===== config.mk =====
export PLATFORM = sky130hd
export DESIGN_NAME = dpll_mode_and_phase_detect
export DESIGN_NICKNAME = d
export VERILOG_FILES = /design/src/rtl/loop_ctrl_pkg.sv /design/src/rtl/dpll_mode_and_phase_detect.sv
export SDC_FILE = /design/constraint.sdc
export NUM_CORES = 1
export LEC_CHECK = 0
export BUFFER_PORTS_ARGS = -buffer_cell sky130_fd_sc_hd__buf_2
export CAP_MARGIN = 20
export CORE_ASPECT_RATIO = 0.9
export CORE_MARGIN = 2
export CORE_UTILIZATION = 65
export CTS_CLUSTER_SIZE = 30
export DETAILED_ROUTE_END_ITERATION = 16
export PLACE_DENSITY = 0.85
export SETUP_SLACK_MARGIN = 0.5
export SLEW_MARGIN = 10
export SYNTH_ARGS = -nofsm -noshare
export SYNTH_HDL_FRONTEND = slang
export SYNTH_SLANG_ARGS = --single-unit

===== constraint.sdc =====
create_clock -name clk -period 13.4 [get_ports clk]
set_input_delay 2.01 -clock clk [delete_from_list [all_inputs] [get_ports clk]]
set_output_delay 2.01 -clock clk [all_outputs]
set_load 0.1 [all_outputs]

===== src/rtl/loop_ctrl_pkg.sv =====
// Constants and types for the main timing loop mode and phase detect block.
package loop_ctrl_pkg;

  // ----------------------------------------------------------------------
  // Register map (word index on the plain register port)
  // ----------------------------------------------------------------------
  localparam logic [3:0] ADDR_INPUT_MODE   = 4'h0;
  localparam logic [3:0] ADDR_HOLDOVER_CFG = 4'h1;
  localparam logic [3:0] ADDR_BW_CTRL      = 4'h2;
  localparam logic [3:0] ADDR_PULLIN_BW    = 4'h3;
  localparam logic [3:0] ADDR_TRACKING_BW  = 4'h4;
  localparam logic [3:0] ADDR_DAMPING      = 4'h5;
  localparam logic [3:0] ADDR_EDGE_CTRL    = 4'h6;
  localparam logic [3:0] ADDR_MULTI_CYCLE  = 4'h7;
  localparam logic [3:0] ADDR_AUX_BW       = 4'h8;
  localparam logic [3:0] ADDR_PHASE_OFFSET = 4'h9;
  localparam logic [3:0] ADDR_STATUS       = 4'hA;
  localparam logic [3:0] ADDR_AVG_FREQ     = 4'hB;
  localparam logic [3:0] ADDR_TRACKED_PH   = 4'hC;

  // ----------------------------------------------------------------------
  // Field positions
  // ----------------------------------------------------------------------
  localparam int MINI_MODE_LO     = 3;
  localparam int MINI_MODE_HI     = 4;
  localparam int FAST_AVG_BIT     = 6;
  localparam int AUTO_BW_BIT      = 7;
  localparam int EIGHT_KHZ_BIT    = 6;
  localparam int NO_NEAREST_BIT   = 6;
  localparam int MC_ENABLE_BIT    = 6;
  localparam int MC_IN_LOOP_BIT   = 5;
  localparam int REVERTIVE_BIT    = 0;
  localparam int FORCE_LOCK_BIT   = 1;
  localparam int DIV_155_BIT      = 2;

  // ----------------------------------------------------------------------
  // Ranges and reset values
  // ----------------------------------------------------------------------
  localparam logic [4:0] BW_STEPS      = 5'h12;
  localparam logic [2:0] DAMP_COUNT    = 3'h5;
  localparam logic [1:0] AUX_BW_COUNT  = 2'h3;
  localparam logic [4:0] BW_RESET      = 5'h08;
  localparam logic [2:0] DAMP_RESET    = 3'h3;
  localparam logic [3:0] MC_RANGE_MAX  = 4'hC;
  localparam logic [15:0] OFFSET_LIMIT = 16'h8236;
  localparam int FREQ_W                = 19;
  localparam int PHASE_W               = 24;
  localparam logic [PHASE_W-1:0] ONE_CYCLE = 24'h000100;

  // ----------------------------------------------------------------------
  // Timing
  // ----------------------------------------------------------------------
  localparam longint CLK_HZ          = 20000000;
  localparam longint REACQ_LIMIT_S   = 100;
  localparam longint LOCK_HOLD_S     = 1;
  localparam longint REACQ_CYCLES    = REACQ_LIMIT_S * CLK_HZ;
  localparam longint LOCK_HOLD_CYCLES = LOCK_HOLD_S * CLK_HZ;
  localparam int     MISS_CYCLES_MAX = 2;

  // ----------------------------------------------------------------------
  // Types
  // ----------------------------------------------------------------------
  typedef enum logic [2:0] {
    ST_FREE_RUN,
    ST_PRELOCK,
    ST_LOCKED,
    ST_HOLDOVER,
    ST_REACQUIRE
  } mode_e;

endpackage : loop_ctrl_pkg


===== src/rtl/dpll_mode_and_phase_detect.sv =====
// Mode machine, freeze, bandwidth choice and phase capture of the main loop.
//
// Overview of operation
// On selected input stop, freeze frequency within two input cycles, enter short freeze.
// Short freeze frequency source comes from holdover config bits four to three.
// Short freeze ends on new source, full holdover, or input fault clearing.
// Holdover moves to reacquire state when a reference is selected and applied.
// Revertive mode enters reacquire when a higher priority reference returns.
// Reacquire lasts at most 100 seconds without lock unless software forces locked.
// On timeout: disqualify reference, raise phase alarm, return to holdover, reselect.
// Software must force locked mode when acquisition needs up to 700 seconds.
// Core loop runs at 204.8 MHz from 12.8 MHz; edge resolution 4.9 ns. Here CLK_HZ is 20 MHz, so edges resolve to 50 ns.
// Automatic bandwidth (bit 7) switches between pull-in and tracking bandwidths.
// Without automatic bandwidth, tracking bandwidth serves both acquisition and lock.
// Separate pull-in and tracking bandwidths, 18 steps, 0.5 mHz to 70 Hz.
// Damping factor chosen from 1.2, 2.5, 5, 10 or 20.
// Detector takes up to 77.76 MHz; 155.52 MHz input is halved first.
// Eight kilohertz lock bit six divides every input to 8 kHz first.
// Nearest-edge capture after lock when multi-cycle detector is disabled.
// Nearest-edge disable bit six keeps full 360 degree frequency capture.
// Multi-cycle detector enabled by bit six; range field selects 2^(n+1)-1 UI.
// Bit five feeds multi-cycle phase to loop; else loop term limited to 360.
// Multi-cycle detector always tracks total phase difference regardless of loop use.
// Auxiliary loop has one bandwidth: 18, 35 or 70 Hz.
// Phase offset adjustable in 6 ps steps over plus or minus 200 ns.
// Holdover averager time constant 8 or 110 minutes, value readable.
// Locked only after detectors report continuous lock for one second.
// Pull-in bandwidth while unlocked, tracking bandwidth once lock is indicated.
// Lock-driven switching is synchronous and keeps the accumulated frequency.
`timescale 1ns/1ns
`default_nettype none

module dpll_mode_and_phase_detect #(
  parameter longint REACQ_CYCLES = loop_ctrl_pkg::REACQ_CYCLES,
  parameter longint LOCK_CYCLES  = loop_ctrl_pkg::LOCK_HOLD_CYCLES
) (
  input  wire logic        clk,
  input  wire logic        resetn,
  input  wire logic [3:0]  regAddr,
  input  wire logic [15:0] regWrData,
  input  wire logic        regWr,
  input  wire logic        regRd,
  output logic      [15:0] regRdData,
  input  wire logic        refClk,
  input  wire logic        fbClk,
  input  wire logic        refValid,
  input  wire logic        refSelected,
  input  wire logic        higherPrioValid,
  input  wire logic        phaseLockRaw,
  input  wire logic [18:0] loopFreqIn,
  output logic             miniHoldover,
  output logic      [2:0]  operatingMode,
  output logic             disqualify,
  output logic             phaseAlarm,
  output logic      [4:0]  activeBw,
  output logic      [2:0]  dampingSel,
  output logic      [1:0]  auxBwSel,
  output logic             nearestEdge,
  output logic      [23:0] loopPhase,
  output logic      [18:0] freezeFreq,
  output logic      [15:0] phaseOffset
);

  // ----------------------------------------------------------------------
  // Functions
  // ----------------------------------------------------------------------
  function automatic logic [4:0] clampBw(input logic [4:0] v);
    clampBw = (v < loop_ctrl_pkg::BW_STEPS) ? v : loop_ctrl_pkg::BW_STEPS - 5'h01;
  endfunction : clampBw

  function automatic logic [23:0] mcLimit(input logic [3:0] r);
    logic [4:0] sh;
    sh = (r > loop_ctrl_pkg::MC_RANGE_MAX) ? {1'b0, loop_ctrl_pkg::MC_RANGE_MAX} : {1'b0, r};
    mcLimit = (loop_ctrl_pkg::ONE_CYCLE << (sh + 5'h01)) - loop_ctrl_pkg::ONE_CYCLE;
  endfunction : mcLimit

  // ----------------------------------------------------------------------
  // Synchronisers
  // ----------------------------------------------------------------------
  logic [1:0] refMeta;
  logic [1:0] fbMeta;
  logic [1:0] validMeta;
  logic       refS;
  logic       fbS;
  logic       refPrev;
  logic       fbPrev;
  logic       validS;

  always_ff @(posedge clk)
  begin
    refMeta   <= {refMeta[0], refClk};
    fbMeta    <= {fbMeta[0], fbClk};
    validMeta <= {validMeta[0], refValid};
    refPrev   <= refS;
    fbPrev    <= fbS;
  end
  assign refS   = refMeta[1];
  assign fbS    = fbMeta[1];
  assign validS = validMeta[1];

  // ----------------------------------------------------------------------
  // Registers
  // ----------------------------------------------------------------------
  logic [15:0] inputMode;
  logic [15:0] holdCfg;
  logic [15:0] bwCtrl;
  logic [4:0]  pullinBw;
  logic [4:0]  trackingBw;
  logic [2:0]  damping;
  logic [15:0] edgeCtrl;
  logic [15:0] mcCtrl;
  logic [1:0]  auxBw;
  logic [15:0] offsetReg;
  logic [18:0] avgFreq;
  logic [23:0] trackedPhase;
  loop_ctrl_pkg::mode_e mode;

  always_ff @(posedge clk)
  begin
    if (!resetn)
    begin
      inputMode  <= 16'h0000;
      holdCfg    <= 16'h0000;
      bwCtrl     <= 16'h0080;
      pullinBw   <= loop_ctrl_pkg::BW_RESET;
      trackingBw <= loop_ctrl_pkg::BW_RESET;
      damping    <= loop_ctrl_pkg::DAMP_RESET;
      edgeCtrl   <= 16'h0000;
      mcCtrl     <= 16'h0000;
      auxBw      <= 2'h0;
      offsetReg  <= 16'h0000;
    end
    else if (regWr)
    begin
      case (regAddr)
        loop_ctrl_pkg::ADDR_INPUT_MODE:   inputMode  <= regWrData;
        loop_ctrl_pkg::ADDR_HOLDOVER_CFG: holdCfg    <= regWrData;
        loop_ctrl_pkg::ADDR_BW_CTRL:      bwCtrl     <= regWrData;
        loop_ctrl_pkg::ADDR_PULLIN_BW:    pullinBw   <= clampBw(regWrData[4:0]);
        loop_ctrl_pkg::ADDR_TRACKING_BW:  trackingBw <= clampBw(regWrData[4:0]);
        loop_ctrl_pkg::ADDR_DAMPING:
          if (regWrData[2:0] >= 3'h1 && regWrData[2:0] <= loop_ctrl_pkg::DAMP_COUNT)
            damping <= regWrData[2:0];
        loop_ctrl_pkg::ADDR_EDGE_CTRL:    edgeCtrl   <= regWrData;
        loop_ctrl_pkg::ADDR_MULTI_CYCLE:  mcCtrl     <= regWrData;
        loop_ctrl_pkg::ADDR_AUX_BW:
          if (regWrData[1:0] < loop_ctrl_pkg::AUX_BW_COUNT)
            auxBw <= regWrData[1:0];
        loop_ctrl_pkg::ADDR_PHASE_OFFSET:
          if (regWrData <= loop_ctrl_pkg::OFFSET_LIMIT || regWrData >= (16'h0000 - loop_ctrl_pkg::OFFSET_LIMIT))
            offsetReg <= regWrData;
        default: ;
      endcase
    end
  end

  always_ff @(posedge clk)
  begin
    if (!resetn)
      regRdData <= 16'h0000;
    else if (regRd)
    begin
      case (regAddr)
        loop_ctrl_pkg::ADDR_INPUT_MODE:   regRdData <= inputMode;
        loop_ctrl_pkg::ADDR_HOLDOVER_CFG: regRdData <= holdCfg;
        loop_ctrl_pkg::ADDR_BW_CTRL:      regRdData <= bwCtrl;
        loop_ctrl_pkg::ADDR_PULLIN_BW:    regRdData <= {11'h000, pullinBw};
        loop_ctrl_pkg::ADDR_TRACKING_BW:  regRdData <= {11'h000, trackingBw};
        loop_ctrl_pkg::ADDR_DAMPING:      regRdData <= {13'h0000, damping};
        loop_ctrl_pkg::ADDR_EDGE_CTRL:    regRdData <= edgeCtrl;
        loop_ctrl_pkg::ADDR_MULTI_CYCLE:  regRdData <= mcCtrl;
        loop_ctrl_pkg::ADDR_AUX_BW:       regRdData <= {14'h0000, auxBw};
        loop_ctrl_pkg::ADDR_PHASE_OFFSET: regRdData <= offsetReg;
        loop_ctrl_pkg::ADDR_STATUS:
          regRdData <= {8'h00, phaseAlarm, disqualify, nearestEdge, miniHoldover, 1'b0, operatingMode};
        loop_ctrl_pkg::ADDR_AVG_FREQ:     regRdData <= avgFreq[18:3];
        loop_ctrl_pkg::ADDR_TRACKED_PH:   regRdData <= trackedPhase[23:8];
        default:                          regRdData <= 16'h0000;
      endcase
    end
    else
      regRdData <= 16'h0000;
  end

  // ----------------------------------------------------------------------
  // Input loss detection and short freeze
  // ----------------------------------------------------------------------
  logic [15:0] refPeriod;
  logic [15:0] sinceEdge;
  logic        refEdge;
  logic        refStopped;
  logic        refSelPrev;

  assign refEdge = refS & ~refPrev;

  always_ff @(posedge clk)
  begin
    if (!resetn)
    begin
      sinceEdge <= 16'h0000;
      refPeriod <= 16'hFFFF;
    end
    else if (refEdge)
    begin
      refPeriod <= sinceEdge;
      sinceEdge <= 16'h0000;
    end
    else if (sinceEdge != 16'hFFFF)
      sinceEdge <= sinceEdge + 16'h0001;
  end

  assign refStopped = (sinceEdge > {refPeriod[14:0], 1'b0}) || !validS;

  always_ff @(posedge clk)
  begin
    if (!resetn)
    begin
      miniHoldover <= 1'b0;
      freezeFreq   <= 19'h00000;
      refSelPrev   <= 1'b0;
    end
    else
    begin
      refSelPrev <= refSelected;
      if (!miniHoldover && refStopped && (mode == loop_ctrl_pkg::ST_LOCKED
          || mode == loop_ctrl_pkg::ST_PRELOCK || mode == loop_ctrl_pkg::ST_REACQUIRE))
      begin
        miniHoldover <= 1'b1;
        case (holdCfg[loop_ctrl_pkg::MINI_MODE_HI:loop_ctrl_pkg::MINI_MODE_LO])
          2'h0:    freezeFreq <= loopFreqIn;
          2'h1:    freezeFreq <= avgFreq;
          2'h2:    freezeFreq <= 19'h00000;
          default: freezeFreq <= freezeFreq;
        endcase
      end
      else if (miniHoldover && ((refSelected && !refSelPrev) || mode == loop_ctrl_pkg::ST_HOLDOVER
               || !refStopped))
        miniHoldover <= 1'b0;
    end
  end

  // ----------------------------------------------------------------------
  // Lock qualification
  // ----------------------------------------------------------------------
  logic [31:0] lockCnt;
  logic        lockedQual;
  logic [1:0]  lockMeta;

  always_ff @(posedge clk)
  begin
    lockMeta <= {lockMeta[0], phaseLockRaw};
    if (!resetn)
    begin
      lockCnt    <= 32'h00000000;
      lockedQual <= 1'b0;
    end
    else if (!lockMeta[1])
    begin
      lockCnt    <= 32'h00000000;
      lockedQual <= 1'b0;
    end
    else if (lockCnt >= 32'(LOCK_CYCLES - 1))
      lockedQual <= 1'b1;
    else
      lockCnt <= lockCnt + 32'h00000001;
  end

  // ----------------------------------------------------------------------
  // Mode machine
  // ----------------------------------------------------------------------
  logic [31:0] reacqCnt;
  logic        forceLock;
  logic        revertive;

  assign forceLock = inputMode[loop_ctrl_pkg::FORCE_LOCK_BIT];
  assign revertive = inputMode[loop_ctrl_pkg::REVERTIVE_BIT];

  always_ff @(posedge clk)
  begin
    if (!resetn)
    begin
      mode       <= loop_ctrl_pkg::ST_FREE_RUN;
      reacqCnt   <= 32'h00000000;
      disqualify <= 1'b0;
      phaseAlarm <= 1'b0;
    end
    else
    begin
      disqualify <= 1'b0;
      case (mode)
        loop_ctrl_pkg::ST_FREE_RUN:
          if (refSelected && validS)
            mode <= loop_ctrl_pkg::ST_PRELOCK;
        loop_ctrl_pkg::ST_PRELOCK:
          if (lockedQual || forceLock)
            mode <= loop_ctrl_pkg::ST_LOCKED;
          else if (!refSelected)
            mode <= loop_ctrl_pkg::ST_FREE_RUN;
        loop_ctrl_pkg::ST_LOCKED:
          if (!validS || !refSelected)
            mode <= loop_ctrl_pkg::ST_HOLDOVER;
          else if (revertive && higherPrioValid)
          begin
            mode     <= loop_ctrl_pkg::ST_REACQUIRE;
            reacqCnt <= 32'h00000000;
          end
        loop_ctrl_pkg::ST_HOLDOVER:
          if (!disqualify && ((refSelected && validS) || (revertive && higherPrioValid)))
          begin
            mode       <= loop_ctrl_pkg::ST_REACQUIRE;
            reacqCnt   <= 32'h00000000;
            phaseAlarm <= 1'b0;
          end
        loop_ctrl_pkg::ST_REACQUIRE:
          if (lockedQual || forceLock)
            mode <= loop_ctrl_pkg::ST_LOCKED;
          else if (reacqCnt >= 32'(REACQ_CYCLES - 1))
          begin
            mode       <= loop_ctrl_pkg::ST_HOLDOVER;
            disqualify <= 1'b1;
            phaseAlarm <= 1'b1;
          end
          else
            reacqCnt <= reacqCnt + 32'h00000001;
        default:
          mode <= loop_ctrl_pkg::ST_FREE_RUN;
      endcase
    end
  end

  always_ff @(posedge clk)
  begin
    if (!resetn)
      operatingMode <= 3'h0;
    else
      operatingMode <= 3'(mode);
  end

  // ----------------------------------------------------------------------
  // Bandwidth, damping and auxiliary loop selection
  // ----------------------------------------------------------------------
  always_ff @(posedge clk)
  begin
    if (!resetn)
    begin
      activeBw   <= loop_ctrl_pkg::BW_RESET;
      dampingSel <= loop_ctrl_pkg::DAMP_RESET;
      auxBwSel   <= 2'h0;
    end
    else
    begin
      if (bwCtrl[loop_ctrl_pkg::AUTO_BW_BIT] && !lockedQual)
        activeBw <= pullinBw;
      else
        activeBw <= trackingBw;
      dampingSel <= damping;
      auxBwSel   <= auxBw;
    end
  end

  // ----------------------------------------------------------------------
  // Input division and phase detector
  // ----------------------------------------------------------------------
  logic        halfToggle;
  logic [15:0] divCnt;
  logic        divEdge;
  logic        eightKhz;

  assign eightKhz = inputMode[loop_ctrl_pkg::EIGHT_KHZ_BIT];

  always_ff @(posedge clk)
  begin
    if (!resetn)
    begin
      halfToggle <= 1'b0;
      divCnt     <= 16'h0000;
    end
    else if (refEdge)
    begin
      halfToggle <= ~halfToggle;
      divCnt     <= (divCnt >= bwCtrl[15:0] >> 8) ? 16'h0000 : divCnt + 16'h0001;
    end
  end

  assign divEdge = refEdge && (eightKhz ? (divCnt == 16'h0000)
                   : (!inputMode[loop_ctrl_pkg::DIV_155_BIT] || halfToggle));

  logic [23:0] sweep;
  logic [23:0] limit;
  logic        fbEdge;
  logic        mcOn;

  assign fbEdge = fbS & ~fbPrev;
  assign mcOn   = mcCtrl[loop_ctrl_pkg::MC_ENABLE_BIT];
  assign limit  = mcLimit(mcCtrl[3:0]);

  always_ff @(posedge clk)
  begin
    if (!resetn)
      trackedPhase <= 24'h000000;
    else if (divEdge && !fbEdge && $signed(trackedPhase) < $signed(limit))
      trackedPhase <= trackedPhase + loop_ctrl_pkg::ONE_CYCLE;
    else if (fbEdge && !divEdge && $signed(trackedPhase) > -$signed(limit))
      trackedPhase <= trackedPhase - loop_ctrl_pkg::ONE_CYCLE;
  end

  assign sweep = (!mcOn || !mcCtrl[loop_ctrl_pkg::MC_IN_LOOP_BIT])
                 ? (($signed(trackedPhase) > $signed(loop_ctrl_pkg::ONE_CYCLE)) ? loop_ctrl_pkg::ONE_CYCLE
                 : ($signed(trackedPhase) < -$signed(loop_ctrl_pkg::ONE_CYCLE))
                   ? -loop_ctrl_pkg::ONE_CYCLE : trackedPhase)
                 : trackedPhase;

  always_ff @(posedge clk)
  begin
    if (!resetn)
    begin
      nearestEdge <= 1'b0;
      loopPhase   <= 24'h000000;
      phaseOffset <= 16'h0000;
    end
    else
    begin
      nearestEdge <= lockedQual && !mcOn && !edgeCtrl[loop_ctrl_pkg::NO_NEAREST_BIT];
      loopPhase   <= sweep;
      phaseOffset <= offsetReg;
    end
  end

  // ----------------------------------------------------------------------
  // Holdover averager
  // ----------------------------------------------------------------------
  logic [18:0] avgStep;
  assign avgStep = holdCfg[loop_ctrl_pkg::FAST_AVG_BIT]
                   ? 19'($signed(loopFreqIn - avgFreq) >>> 6)
                   : 19'($signed(loopFreqIn - avgFreq) >>> 10);

  always_ff @(posedge clk)
  begin
    if (!resetn)
      avgFreq <= 19'h00000;
    else if (mode == loop_ctrl_pkg::ST_LOCKED && divEdge)
      avgFreq <= avgFreq + avgStep;
  end

endmodule : dpll_mode_and_phase_detect

`default_nettype wire


==> flow_summary.json, run 1 <==
{
  "dieArea_um2": 29460,
  "crit_path_max_fanout": 4,
  "port_buffers": 132,
  "setup_slack_ns": 7.198,
  "area_growth_syn_to_layout_pct": 11.40,
  "antenna_found_initial": 5,
  "synth.ff_latch_count": 357,
  "hold_violations": 0,
  "viasPerCell": 6.205,
  "clockBufferDepth": 3,
  "tightest_slew_ns": 1.201,
  "layout_common_cells": "nand2_1, dfxtp_1, a21oi_1",
  "grt_pass1_vias": 15760,
  "core-area_um2": 27790,
  "postSynth.asyncResetShare": 0,
  "max_cap_viol_count": 0,
  "skew_ns": 0.02025,
  "clkTransAtPathRegs_ns": 0.06,
  "cts_tree": "done",
  "finalSetupViolations": 0,
  "finalSetupTns_ns": 0,
  "ys_types": 74,
  "rsz0062_at_grt": "false",
  "outcome": "complete, no violations",
  "synth_area_leaders": "dfxtp_1, nand2_1, ha_1",
  "routedWlPerCell_um": 18.48,
  "first_pass_iters": 6,
  "first_iter_violations": 1574,
  "place_hpwl_um": 34020,
  "powerDensity_nw_per_um2": 147.0,
  "vias": 16680,
  "fin_cells": 2688,
  "place_inst": 2615,
  "met3_length_um": 4729,
  "min_period_ns": 6.202,
  "h-tree-depth": 2,
  "drtAntennaViolNets": 0,
  "p_leak_nw": 8.341,
  "wl_met2_um": 22590,
  "max_freq_mhz": 161.2,
  "cts_hold_buffers": 0,
  "grt_use_total": 0.3234,
  "fp.dieW_um": 180.7,
  "cts_resized": 0,
  "syn_area_um2": 18270,
  "root_buffer": "clkbuf_16",
  "yosysSeqAreaShare": 0.3912,
  "drive_above_1_share": 0.1080,
  "avgSynthCellArea_um2": 8.211,
  "required_ns": 13.85,
  "yosys.area.top_type": "dfxtp_1",
  "ys_warn_count": 0,
  "cts_buffers": 37,
  "rows": 58,
  "drt-met1-wl_um": 20560,
  "final_common_cell": "nand2_1",
  "worstSetupPathType": "input port to register",
  "cts_num_sinks": 357,
  "routed_wl_um": 49690,
  "yosys_most_used_dff": "dfxtp_1",
  "clock_latency_ns": 0.53,
  "drc_errors": 0,
  "max_slew_margin": 0.1990,
  "ir_worst_vdd_uv": 149.3,
  "finalPower_mw": 2.991,
  "endpoint_kind": "register",
  "grt_overflow": 0,
  "min_path_type": "register to register",
  "startpoint_type": "input port",
  "maxSlewViolCount": 0,
  "synthCells": 2225,
  "fin_nets": 2462,
  "synth_edf_count": 0,
  "topRoutingLayerUsed": "met4",
  "gp_congestion": 0.9071,
  "post-route-period-util": 0.4628,
  "dp_slack_ns": 6.724,
  "grt_pass1_wl_um": 78780,
  "io_pins": 141,
  "grt_start_max_net_pins": 77,
  "crit_arrival_ns": 6.65,
  "die_h_um": 163.0,
  "postCtsSetupRepairBufs": 0,
  "initial_core_util": 0.6573,
  "synth_top_area_frac": 0.3912
}
where the power goes:
| group | internal (mW) | total, mW | leakage (nW) | switching, mW |
|---|---|---|---|---|
| combinational | 0.287 | 0.740 | 4.83 | 0.453 |
| clock | 0.638 | 1.06 | 0.623 | 0.424 |
| sequential | 1.10 | 1.19 | 2.89 | 0.0858 |
worst max-delay path: stages:
cell	delay, ns
buf_2	0.11
ha_1	0.30
a21o_1	0.12
a31oi_1	0.05
o22ai_1	0.33
a211oi_2	0.15
nor4b_1	0.63
o41ai_2	0.12
xnor2_1	0.32
mux2_2	0.41
a21o_1	0.16
ha_1	0.33
a21o_1	0.21
a21o_1	0.21
a2111oi_0	0.29
nor3_1	0.16
a31oi_1	0.27
o21ai_0	0.16
xor2_1	0.16
a21oi_1	0.14
final timing paths:
check | startpoint | to | slack [ns] | cells past startpoint
max | loopFreqIn[2] | avgFreq[18]$_SDFFE_PN0P_ | 7.20 | 20
min | lockMeta[0]$_DFF_P_ | lockMeta[1]$_DFF_P_ | 0.33 | 0
max reg2reg | mcCtrl[3]$_SDFFE_PN0P_ | trackedPhase[23]$_SDFFE_PN0P_ | 7.32 | 24
min reg2reg | lockMeta[0]$_DFF_P_ | lockMeta[1]$_DFF_P_ | 0.33 | 0
Yosys cell counts (32+ instances only):
| cell | instances |
|---|---|
| nand2_1 | 412 |
| dfxtp_1 | 357 |
| a21oi_1 | 189 |
| nor2_1 | 166 |
| ha_1 | 113 |
| clkbuf_1 | 107 |
| inv_1 | 82 |
| o21ai_0 | 65 |
| xor2_1 | 57 |
| mux2i_1 | 52 |
| xnor2_1 | 52 |
| a22oi_1 | 43 |
| nand3_1 | 41 |
| nor3_1 | 36 |
| and3_1 | 35 |
| and2_1 | 33 |
| a21o_1 | 32 |
per-stage QoR:
step / hold WS [ns] / utilization / area (um^2)
final: 0.3285 / 0.7322 / 20350
after global routing: 0.3368 / 0.7322 / 20350
after CTS: 0.3317 / 0.7304 / 20300
after detailed placement: 0.3121 / 0.6846 / 19030
after global placement: 0.3110 / 0.6846 / 19030
after floorplan: 0.3096 / - / 18310
logic make-up after synthesis:
group | after synthesis | share of synthesized area
compound gates | 507 | 0.1796
xor+xnor | 109 | 0.05226
fa+ha+maj | 115 | 0.07958
buf+inv | 208 | 0.04554
flops | 357 | 0.3912
mux | 65 | 0.03650
other cells | 2 | 0.0004111
simple gates | 862 | 0.2149
cell type report:
class	instances	area, um^2
sequential	357	7147
timing repair buffer	148	794.5
multi-input combinational	1671	10360
fill	2040	7443
inverter	83	314.1
tap	360	450.4
clock buffer	56	1160
clock inverter	9	111.4
antenna	4	10.01
routing by layer:
metal	global-route usage	vias up
met5	0	-
met4	0.1298	0
met3	0.05151	159
met2	0.5316	826
met1	0.4280	7820
li1	-	7874
registers in the layout (all words and copies together), names as in the netlist, 5 cells and up:
register and flops:
holdCfg 16, mcCtrl 16, trackedPhase 16, trackingBw 5, avgFreq 19, phaseOffset 16
pullinBw 5, bwCtrl 16, inputMode 16, divCnt 16, reacqCnt 32, loopPhase 16
refPeriod 15, lockCnt 32, regRdData 16, offsetReg 16, sinceEdge 16, freezeFreq 19
activeBw 5, edgeCtrl 16
(Power assumes the default switching activity.)
==> inputs of run 2 (changes only) <==
--- a/config.mk
+++ b/config.mk
@@ -5,14 +5,15 @@
 export SDC_FILE = /design/constraint.sdc
 export NUM_CORES = 1
 export LEC_CHECK = 0
+export ABC_AREA = 1
 export BUFFER_PORTS_ARGS = -buffer_cell sky130_fd_sc_hd__buf_2
 export CAP_MARGIN = 20
 export CORE_ASPECT_RATIO = 0.9
 export CORE_MARGIN = 2
-export CORE_UTILIZATION = 65
+export CORE_UTILIZATION = 61
 export CTS_CLUSTER_SIZE = 30
 export DETAILED_ROUTE_END_ITERATION = 16
-export PLACE_DENSITY = 0.85
+export PLACE_DENSITY = 0.81
 export SETUP_SLACK_MARGIN = 0.5
 export SLEW_MARGIN = 10
 export SYNTH_ARGS = -nofsm -noshare
==> constraint.sdc (replaced) <==
create_clock -name clk -period 6.3 [get_ports clk]
set_input_delay 0.945 -clock clk [delete_from_list [all_inputs] [get_ports clk]]
set_output_delay 0.945 -clock clk [all_outputs]
set_load 0.1 [all_outputs]
==> run 2 against run 1 <==
Net effect: cell area increased by 3.9%; clock power rose by 110%; count of clock-buffer cells in the layout shrank 5; critical path type is now register to register; highest routed layer is now met5.
==> flow_summary.json, run 2 <==
{
  "outcome": "complete, no violations",
  "cts_buffers": 38,
  "grt_start_max_net_pins": 60,
  "drive_above_1_share": 0.08918,
  "final_common_cell": "nand2_1",
  "dieArea_um2": 32650,
  "avgSynthCellArea_um2": 7.154,
  "clock_latency_ns": 0.55,
  "first_pass_iters": 8,
  "endpoint_kind": "register",
  "powerDensity_nw_per_um2": 349.5,
  "finalPower_mw": 7.391,
  "finalSetupTns_ns": 0,
  "drc_errors": 0,
  "grt_pass1_vias": 17300,
  "required_ns": 6.73,
  "crit_family": "simple AND/OR/NAND/NOR gates",
  "ys_warn_count": 0,
  "vias": 18700,
  "slowest_delay_ns": 0.43,
  "syn_area_um2": 19040,
  "routedWlPerCell_um": 17.03,
  "drtAntennaViolNets": 0,
  "reg_top3": "lockCnt x32, reacqCnt x32",
  "setup_slack_ns": 1.118,
  "clkTransAtPathRegs_ns": 0.06,
  "ys_types": 63,
  "ir_worst_vdd_uv": 363.2,
  "synth_area_leaders": "dfxtp_1, nand2_1, a21oi_1",
  "synth_commonest_cells": "nand2_1, inv_1, dfxtp_1, a21oi_1, nor2_1",
  "gp_congestion": 0.9521,
  "tightest_slew_ns": 1.018,
  "maxSlewViolCount": 0,
  "cts_num_sinks": 357,
  "skew_ns": 0.01807,
  "worstSetupPathType": "register to register",
  "yosysSeqAreaShare": 0.3753,
  "crit_path_max_fanout": 16,
  "viasPerCell": 5.855,
  "crit_arrival_ns": 5.61,
  "initial_core_util": 0.6176,
  "critPathMostFrequentCell": "nand2_1",
  "area_growth_syn_to_layout_pct": 11.06,
  "min_path_type": "register to register",
  "postSynth.asyncResetShare": 0,
  "path_buf_inv": 4,
  "synth.ff_latch_count": 357,
  "core-area_um2": 30830,
  "grt_pass1_wl_um": 86950,
  "p_leak_nw": 8.992,
  "max_cap_viol_count": 0,
  "hold_violations": 0,
  "utilization": 0.6859,
  "rsz0062_at_grt": "false",
  "synth_most_common_cell": "nand2_1",
  "yosys_most_used_dff": "dfxtp_1",
  "critPathSlowestCell": "ha_1",
  "die_h_um": 171.6,
  "post-route-period-util": 0.8225,
  "place_hpwl_um": 39830,
  "synthCells": 2662,
  "yosys.area.top_type": "dfxtp_1",
  "first_iter_violations": 1807,
  "fin_nets": 2917,
  "cts_tree": "done",
  "layout_common_cells": "nand2_1, inv_1, dfxtp_1",
  "clockBufferDepth": 3,
  "synth_edf_count": 0,
  "grt_overflow": 0,
  "max_slew_margin": 0.3191,
  "h-tree-depth": 2,
  "routed_wl_um": 54390,
  "min_period_ns": 5.182,
  "root_buffer": "clkbuf_16",
  "io_pins": 141,
  "dp_slack_ns": 1.027,
  "max_freq_mhz": 193.0,
  "fp.dieW_um": 190.2,
  "rows": 61,
  "port_buffers": 132,
  "finalSetupViolations": 0,
  "holdWs_ns": 0.3254,
  "grt_use_total": 0.3274,
  "antenna_found_initial": 5,
  "startpoint_type": "register",
  "synth_top_area_frac": 0.3753
}
[run 2: changes by cell type after synthesis, moves of 27 or more]
cell	change
o22ai_1	+27
mux2i_1	-51
nand3_1	+74
nand2_1	+57
o21ai_0	+134
a21o_1	-28
and2_1	-32
nor2_1	+43
and3_1	-34
a22oi_1	-30
inv_1	+284
a21oi_1	+118
xnor2_1	-29
[run 2: layout make-up]
cell class | count | area, um^2
multi-input cells | 1837 | 10070
inverters | 375 | 1415
repair buffers | 144 | 750.7
well taps | 409 | 511.7
clock buffers | 51 | 1071
flip-flops and latches | 357 | 7147
fillers | 2695 | 9686
clock inverters | 17 | 175.2
diodes | 4 | 10.01
[run 2: final timing paths]
check                          from                       endpoint  slack, ns  depth (start not counted)
max          mcCtrl[1]$_SDFFE_PN0P_  trackedPhase[23]$_SDFFE_PN0P_       1.12                         30
min              refMeta[0]$_DFF_P_             refMeta[1]$_DFF_P_       0.33                          0
max reg2reg  mcCtrl[1]$_SDFFE_PN0P_  trackedPhase[23]$_SDFFE_PN0P_       1.12                         30
min reg2reg      refMeta[0]$_DFF_P_             refMeta[1]$_DFF_P_       0.33                          0
[run 2: cells by family after synthesis]
group                      Yosys count  share of synthesized area
DFF                                357                     0.3753
adders and majority gates          115                    0.07635
muxes                                1                  0.0005256
buffers and inverters              479                    0.09855
other                                2                  0.0003944
AOI/OAI and AO/OA                  659                     0.1917
and+or+nand+nor                    975                     0.2232
xor gates and xnor gates            74                    0.03403
[run 2: through the flow]
stage          cell area [um^2]  instances
2_1_floorplan             19080       2673
3_3_place_gp              19880       3121
3_5_place_dp              19880       3121
4_1_cts                   21130       3189
5_1_grt                   21140       3192
6_report                  21150       3194
[run 2: report_power, final]
part           internal [mW]  switching [mW]
combinational          0.747            1.79
clock                   1.29           0.962
sequential              2.42           0.181
total                   4.46            2.93
[run 2: layer usage]
layer | routed length [um] | share of wire | global-route usage
met5 | 16 | 0.00029 | 0
met4 | 2025 | 0.037 | 0.1294
met3 | 4646 | 0.085 | 0.05285
met2 | 24200 | 0.44 | 0.5314
met1 | 23510 | 0.43 | 0.4374
[run 2: repair_timing]
action / in CTS / in global routing
setup endpoints to repair: 0 / 2
setup buffers: 0 / 0
hold buffers: 0 / 0
resized for setup: 0 / 2
==> inputs of run 3 (changes only) <==
--- a/config.mk
+++ b/config.mk
@@ -10,10 +10,10 @@
 export CAP_MARGIN = 20
 export CORE_ASPECT_RATIO = 0.9
 export CORE_MARGIN = 2
-export CORE_UTILIZATION = 61
+export CORE_UTILIZATION = 55
 export CTS_CLUSTER_SIZE = 30
 export DETAILED_ROUTE_END_ITERATION = 16
-export PLACE_DENSITY = 0.81
+export PLACE_DENSITY = 0.77
 export SETUP_SLACK_MARGIN = 0.5
 export SLEW_MARGIN = 10
 export SYNTH_ARGS = -nofsm -noshare
==> constraint.sdc (replaced) <==
create_clock -name clk -period 4.29 [get_ports clk]
set_input_delay 0.6435 -clock clk [delete_from_list [all_inputs] [get_ports clk]]
set_output_delay 0.6435 -clock clk [all_outputs]
set_load 0.1 [all_outputs]
==> run 3 against run 2 <==
Net effect: the run now ends with negative setup slack left; setup slack worse by 1.3 ns; wire length is 8.9% higher; register-to-register slack worse by 1.3 ns; maximum frequency is 15% higher; sequential share of layout area is 2.7 points lower; critical endpoint unchanged; largest power group is now combinational logic.
==> flow_summary.json, run 3 (synthesis results as in run 2) <==
{
  "outcome": "complete, but fails checks",
  "failed_checks": "negative setup slack",
  "final_common_cell": "nand2_1",
  "worst_hold_path.endpoint": "validMeta[0]$_DFF_P_",
  "reg_top3": "lockCnt x32, reacqCnt x32",
  "setup_slack_ns": -0.1987,
  "drc_errors": 0,
  "max_cap_viol_count": 0,
  "utilization": 0.6788,
  "grt_pass1_vias": 17940,
  "seq_area_um2": 7191,
  "startpoint": "mcCtrl[1]$_SDFFE_PN0P_",
  "min_period_ns": 4.489,
  "multi_input_area_um2": 10890,
  "rows": 64,
  "place_hpwl_um": 41620,
  "routed_wl_um": 59230,
  "first_pass_iters": 6,
  "cts_tree": "done",
  "cts_num_sinks": 357,
  "skew_ns": 0.01562,
  "finalSetupViolations": 3,
  "grt_overflow": 0,
  "clock_latency_ns": 0.54,
  "gp_congestion": 0.9731,
  "maxSlewViolCount": 0,
  "die_h_um": 180.5,
  "viasPerCell": 5.751,
  "slowest_delay_ns": 0.35,
  "clkTransAtPathRegs_ns": 0.06,
  "layout_common_cells": "nand2_1, inv_1, dfxtp_1",
  "io_pins": 141,
  "crit_arrival_ns": 4.91,
  "grt_use_total": 0.3086,
  "hold_depth": 1,
  "critPathSlowestCell": "dfxtp_4",
  "design_area_um2": 23100,
  "fp.dieW_um": 200.1,
  "timing.rr.start": "mcCtrl[1]$_SDFFE_PN0P_",
  "initial_core_util": 0.5596,
  "area_growth_syn_to_layout_pct": 21.30,
  "cts_buffers": 37,
  "required_ns": 4.72,
  "first_iter_violations": 1872,
  "grt_start_max_net_pins": 85,
  "tightest_slew_ns": 1.045,
  "min_path_type": "input port to register",
  "root_buffer": "clkbuf_16",
  "hp-start": "refValid",
  "rsz0062_at_grt": "true",
  "p_leak_nw": 9.735,
  "max_freq_mhz": 222.8,
  "worstSetupPathType": "register to register",
  "clockBufferDepth": 3,
  "ir_worst_vdd_uv": 383.7,
  "routedWlPerCell_um": 17.59,
  "hold_violations": 0,
  "powerDensity_nw_per_um2": 548.4,
  "vias": 19360,
  "critPathMostFrequentCell": "buf_4",
  "dieArea_um2": 36130,
  "fin_nets": 3037,
  "rr_worst_depth": 36,
  "antenna_found_initial": 9,
  "crit_path_max_fanout": 2,
  "r2r_setup_slack_ns": -0.20,
  "h-tree-depth": 2,
  "place_area_um2": 20500,
  "grt_pass1_wl_um": 91310,
  "max_slew_margin": 0.2978,
  "drive_above_1_share": 0.1803,
  "post-route-period-util": 1.046,
  "cts_hold_buffers": 0,
  "port_buffers": 132,
  "endpoint_kind": "register",
  "core-area_um2": 34030,
  "r2r-end": "trackedPhase[23]$_SDFFE_PN0P_",
  "drtAntennaViolNets": 0,
  "startpoint_type": "register",
  "fill_cells": 2847
}
[run 3: cell count changes in the layout (fill, tap and decap cells not counted), sizes merged]
cell / before / now
clkinv: 12 / 10
clkinvlp: 3 / 1
inv: 375 / 374
diode: 4 / 5
clkbuf: 52 / 50
bufinv: 2 / 6
buf: 143 / 265
[run 3: timing repair]
item / CTS / global route
pin swaps: 49 / 70
gates resized for setup: 43 / 155
endpoints found under the setup margin: 17 / 26
buffers inserted: 38 / 26
[run 3: worst max-delay path, delay by kind of cell, from the launching register on]
kind	cells	cell delay, ns
simple gates	13	1.08
fa+ha+maj	1	0.29
buf+inv	21	2.46
flops	1	0.35
xor+xnor	1	0.23
[run 3: cell type report]
cell class,count,share of cell area
well taps,462,0.02502
inverters,375,0.06169
diodes,5,0.0005417
repair buffers,265,0.07377
clock buffers,50,0.04566
multi-input cells,1837,0.4713
flip-flops and latches,357,0.3113
clock inverters,16,0.01072
[run 3: worst max path at each step]
stage                                    endpoint  slack [ns]  cells past startpoint
floorplan           trackedPhase[23]$_SDFFE_PN0P_        0.11                     31
global placement    trackedPhase[22]$_SDFFE_PN0P_        0.09                     31
detailed placement  trackedPhase[22]$_SDFFE_PN0P_       -0.03                     31
CTS                 trackedPhase[22]$_SDFFE_PN0P_        0.05                     31
global route        trackedPhase[23]$_SDFFE_PN0P_       -0.48                     36
finish              trackedPhase[23]$_SDFFE_PN0P_       -0.20                     36
[run 3: stage by stage]
stage	std cells	setup slack, ns	power (mW)	TNS (ns)	hold WS, ns
final	3367	-0.1987	12.67	-0.2928	0.1971
after global routing	3366	-0.4833	13.27	-2.273	0.1887
after CTS	3336	0.04706	12.04	0	0.1810
after detailed placement	3232	-0.03140	7.915	-0.03140	0.3164
after global placement	3232	0.08524	7.815	0	0.3123
after floorplan	2673	0.1107	6.895	0	0.3096
[run 3: routing by layer]
layer,wire [um],share of wire,up-vias,GRT usage
met4,2382,0.040,6,0.1373
li1,-,-,9310,-
met5,34,0.00057,-,0
met2,27210,0.46,925,0.5060
met3,5224,0.088,192,0.05606
met1,24370,0.41,8929,0.3973
[run 3: report_power, final]
part	internal (mW)	leakage (nW)	switching, mW
logic	2.18	6.19	3.23
clock network	2.09	0.641	1.38
registers	3.55	2.91	0.230
total	7.83	9.73	4.84
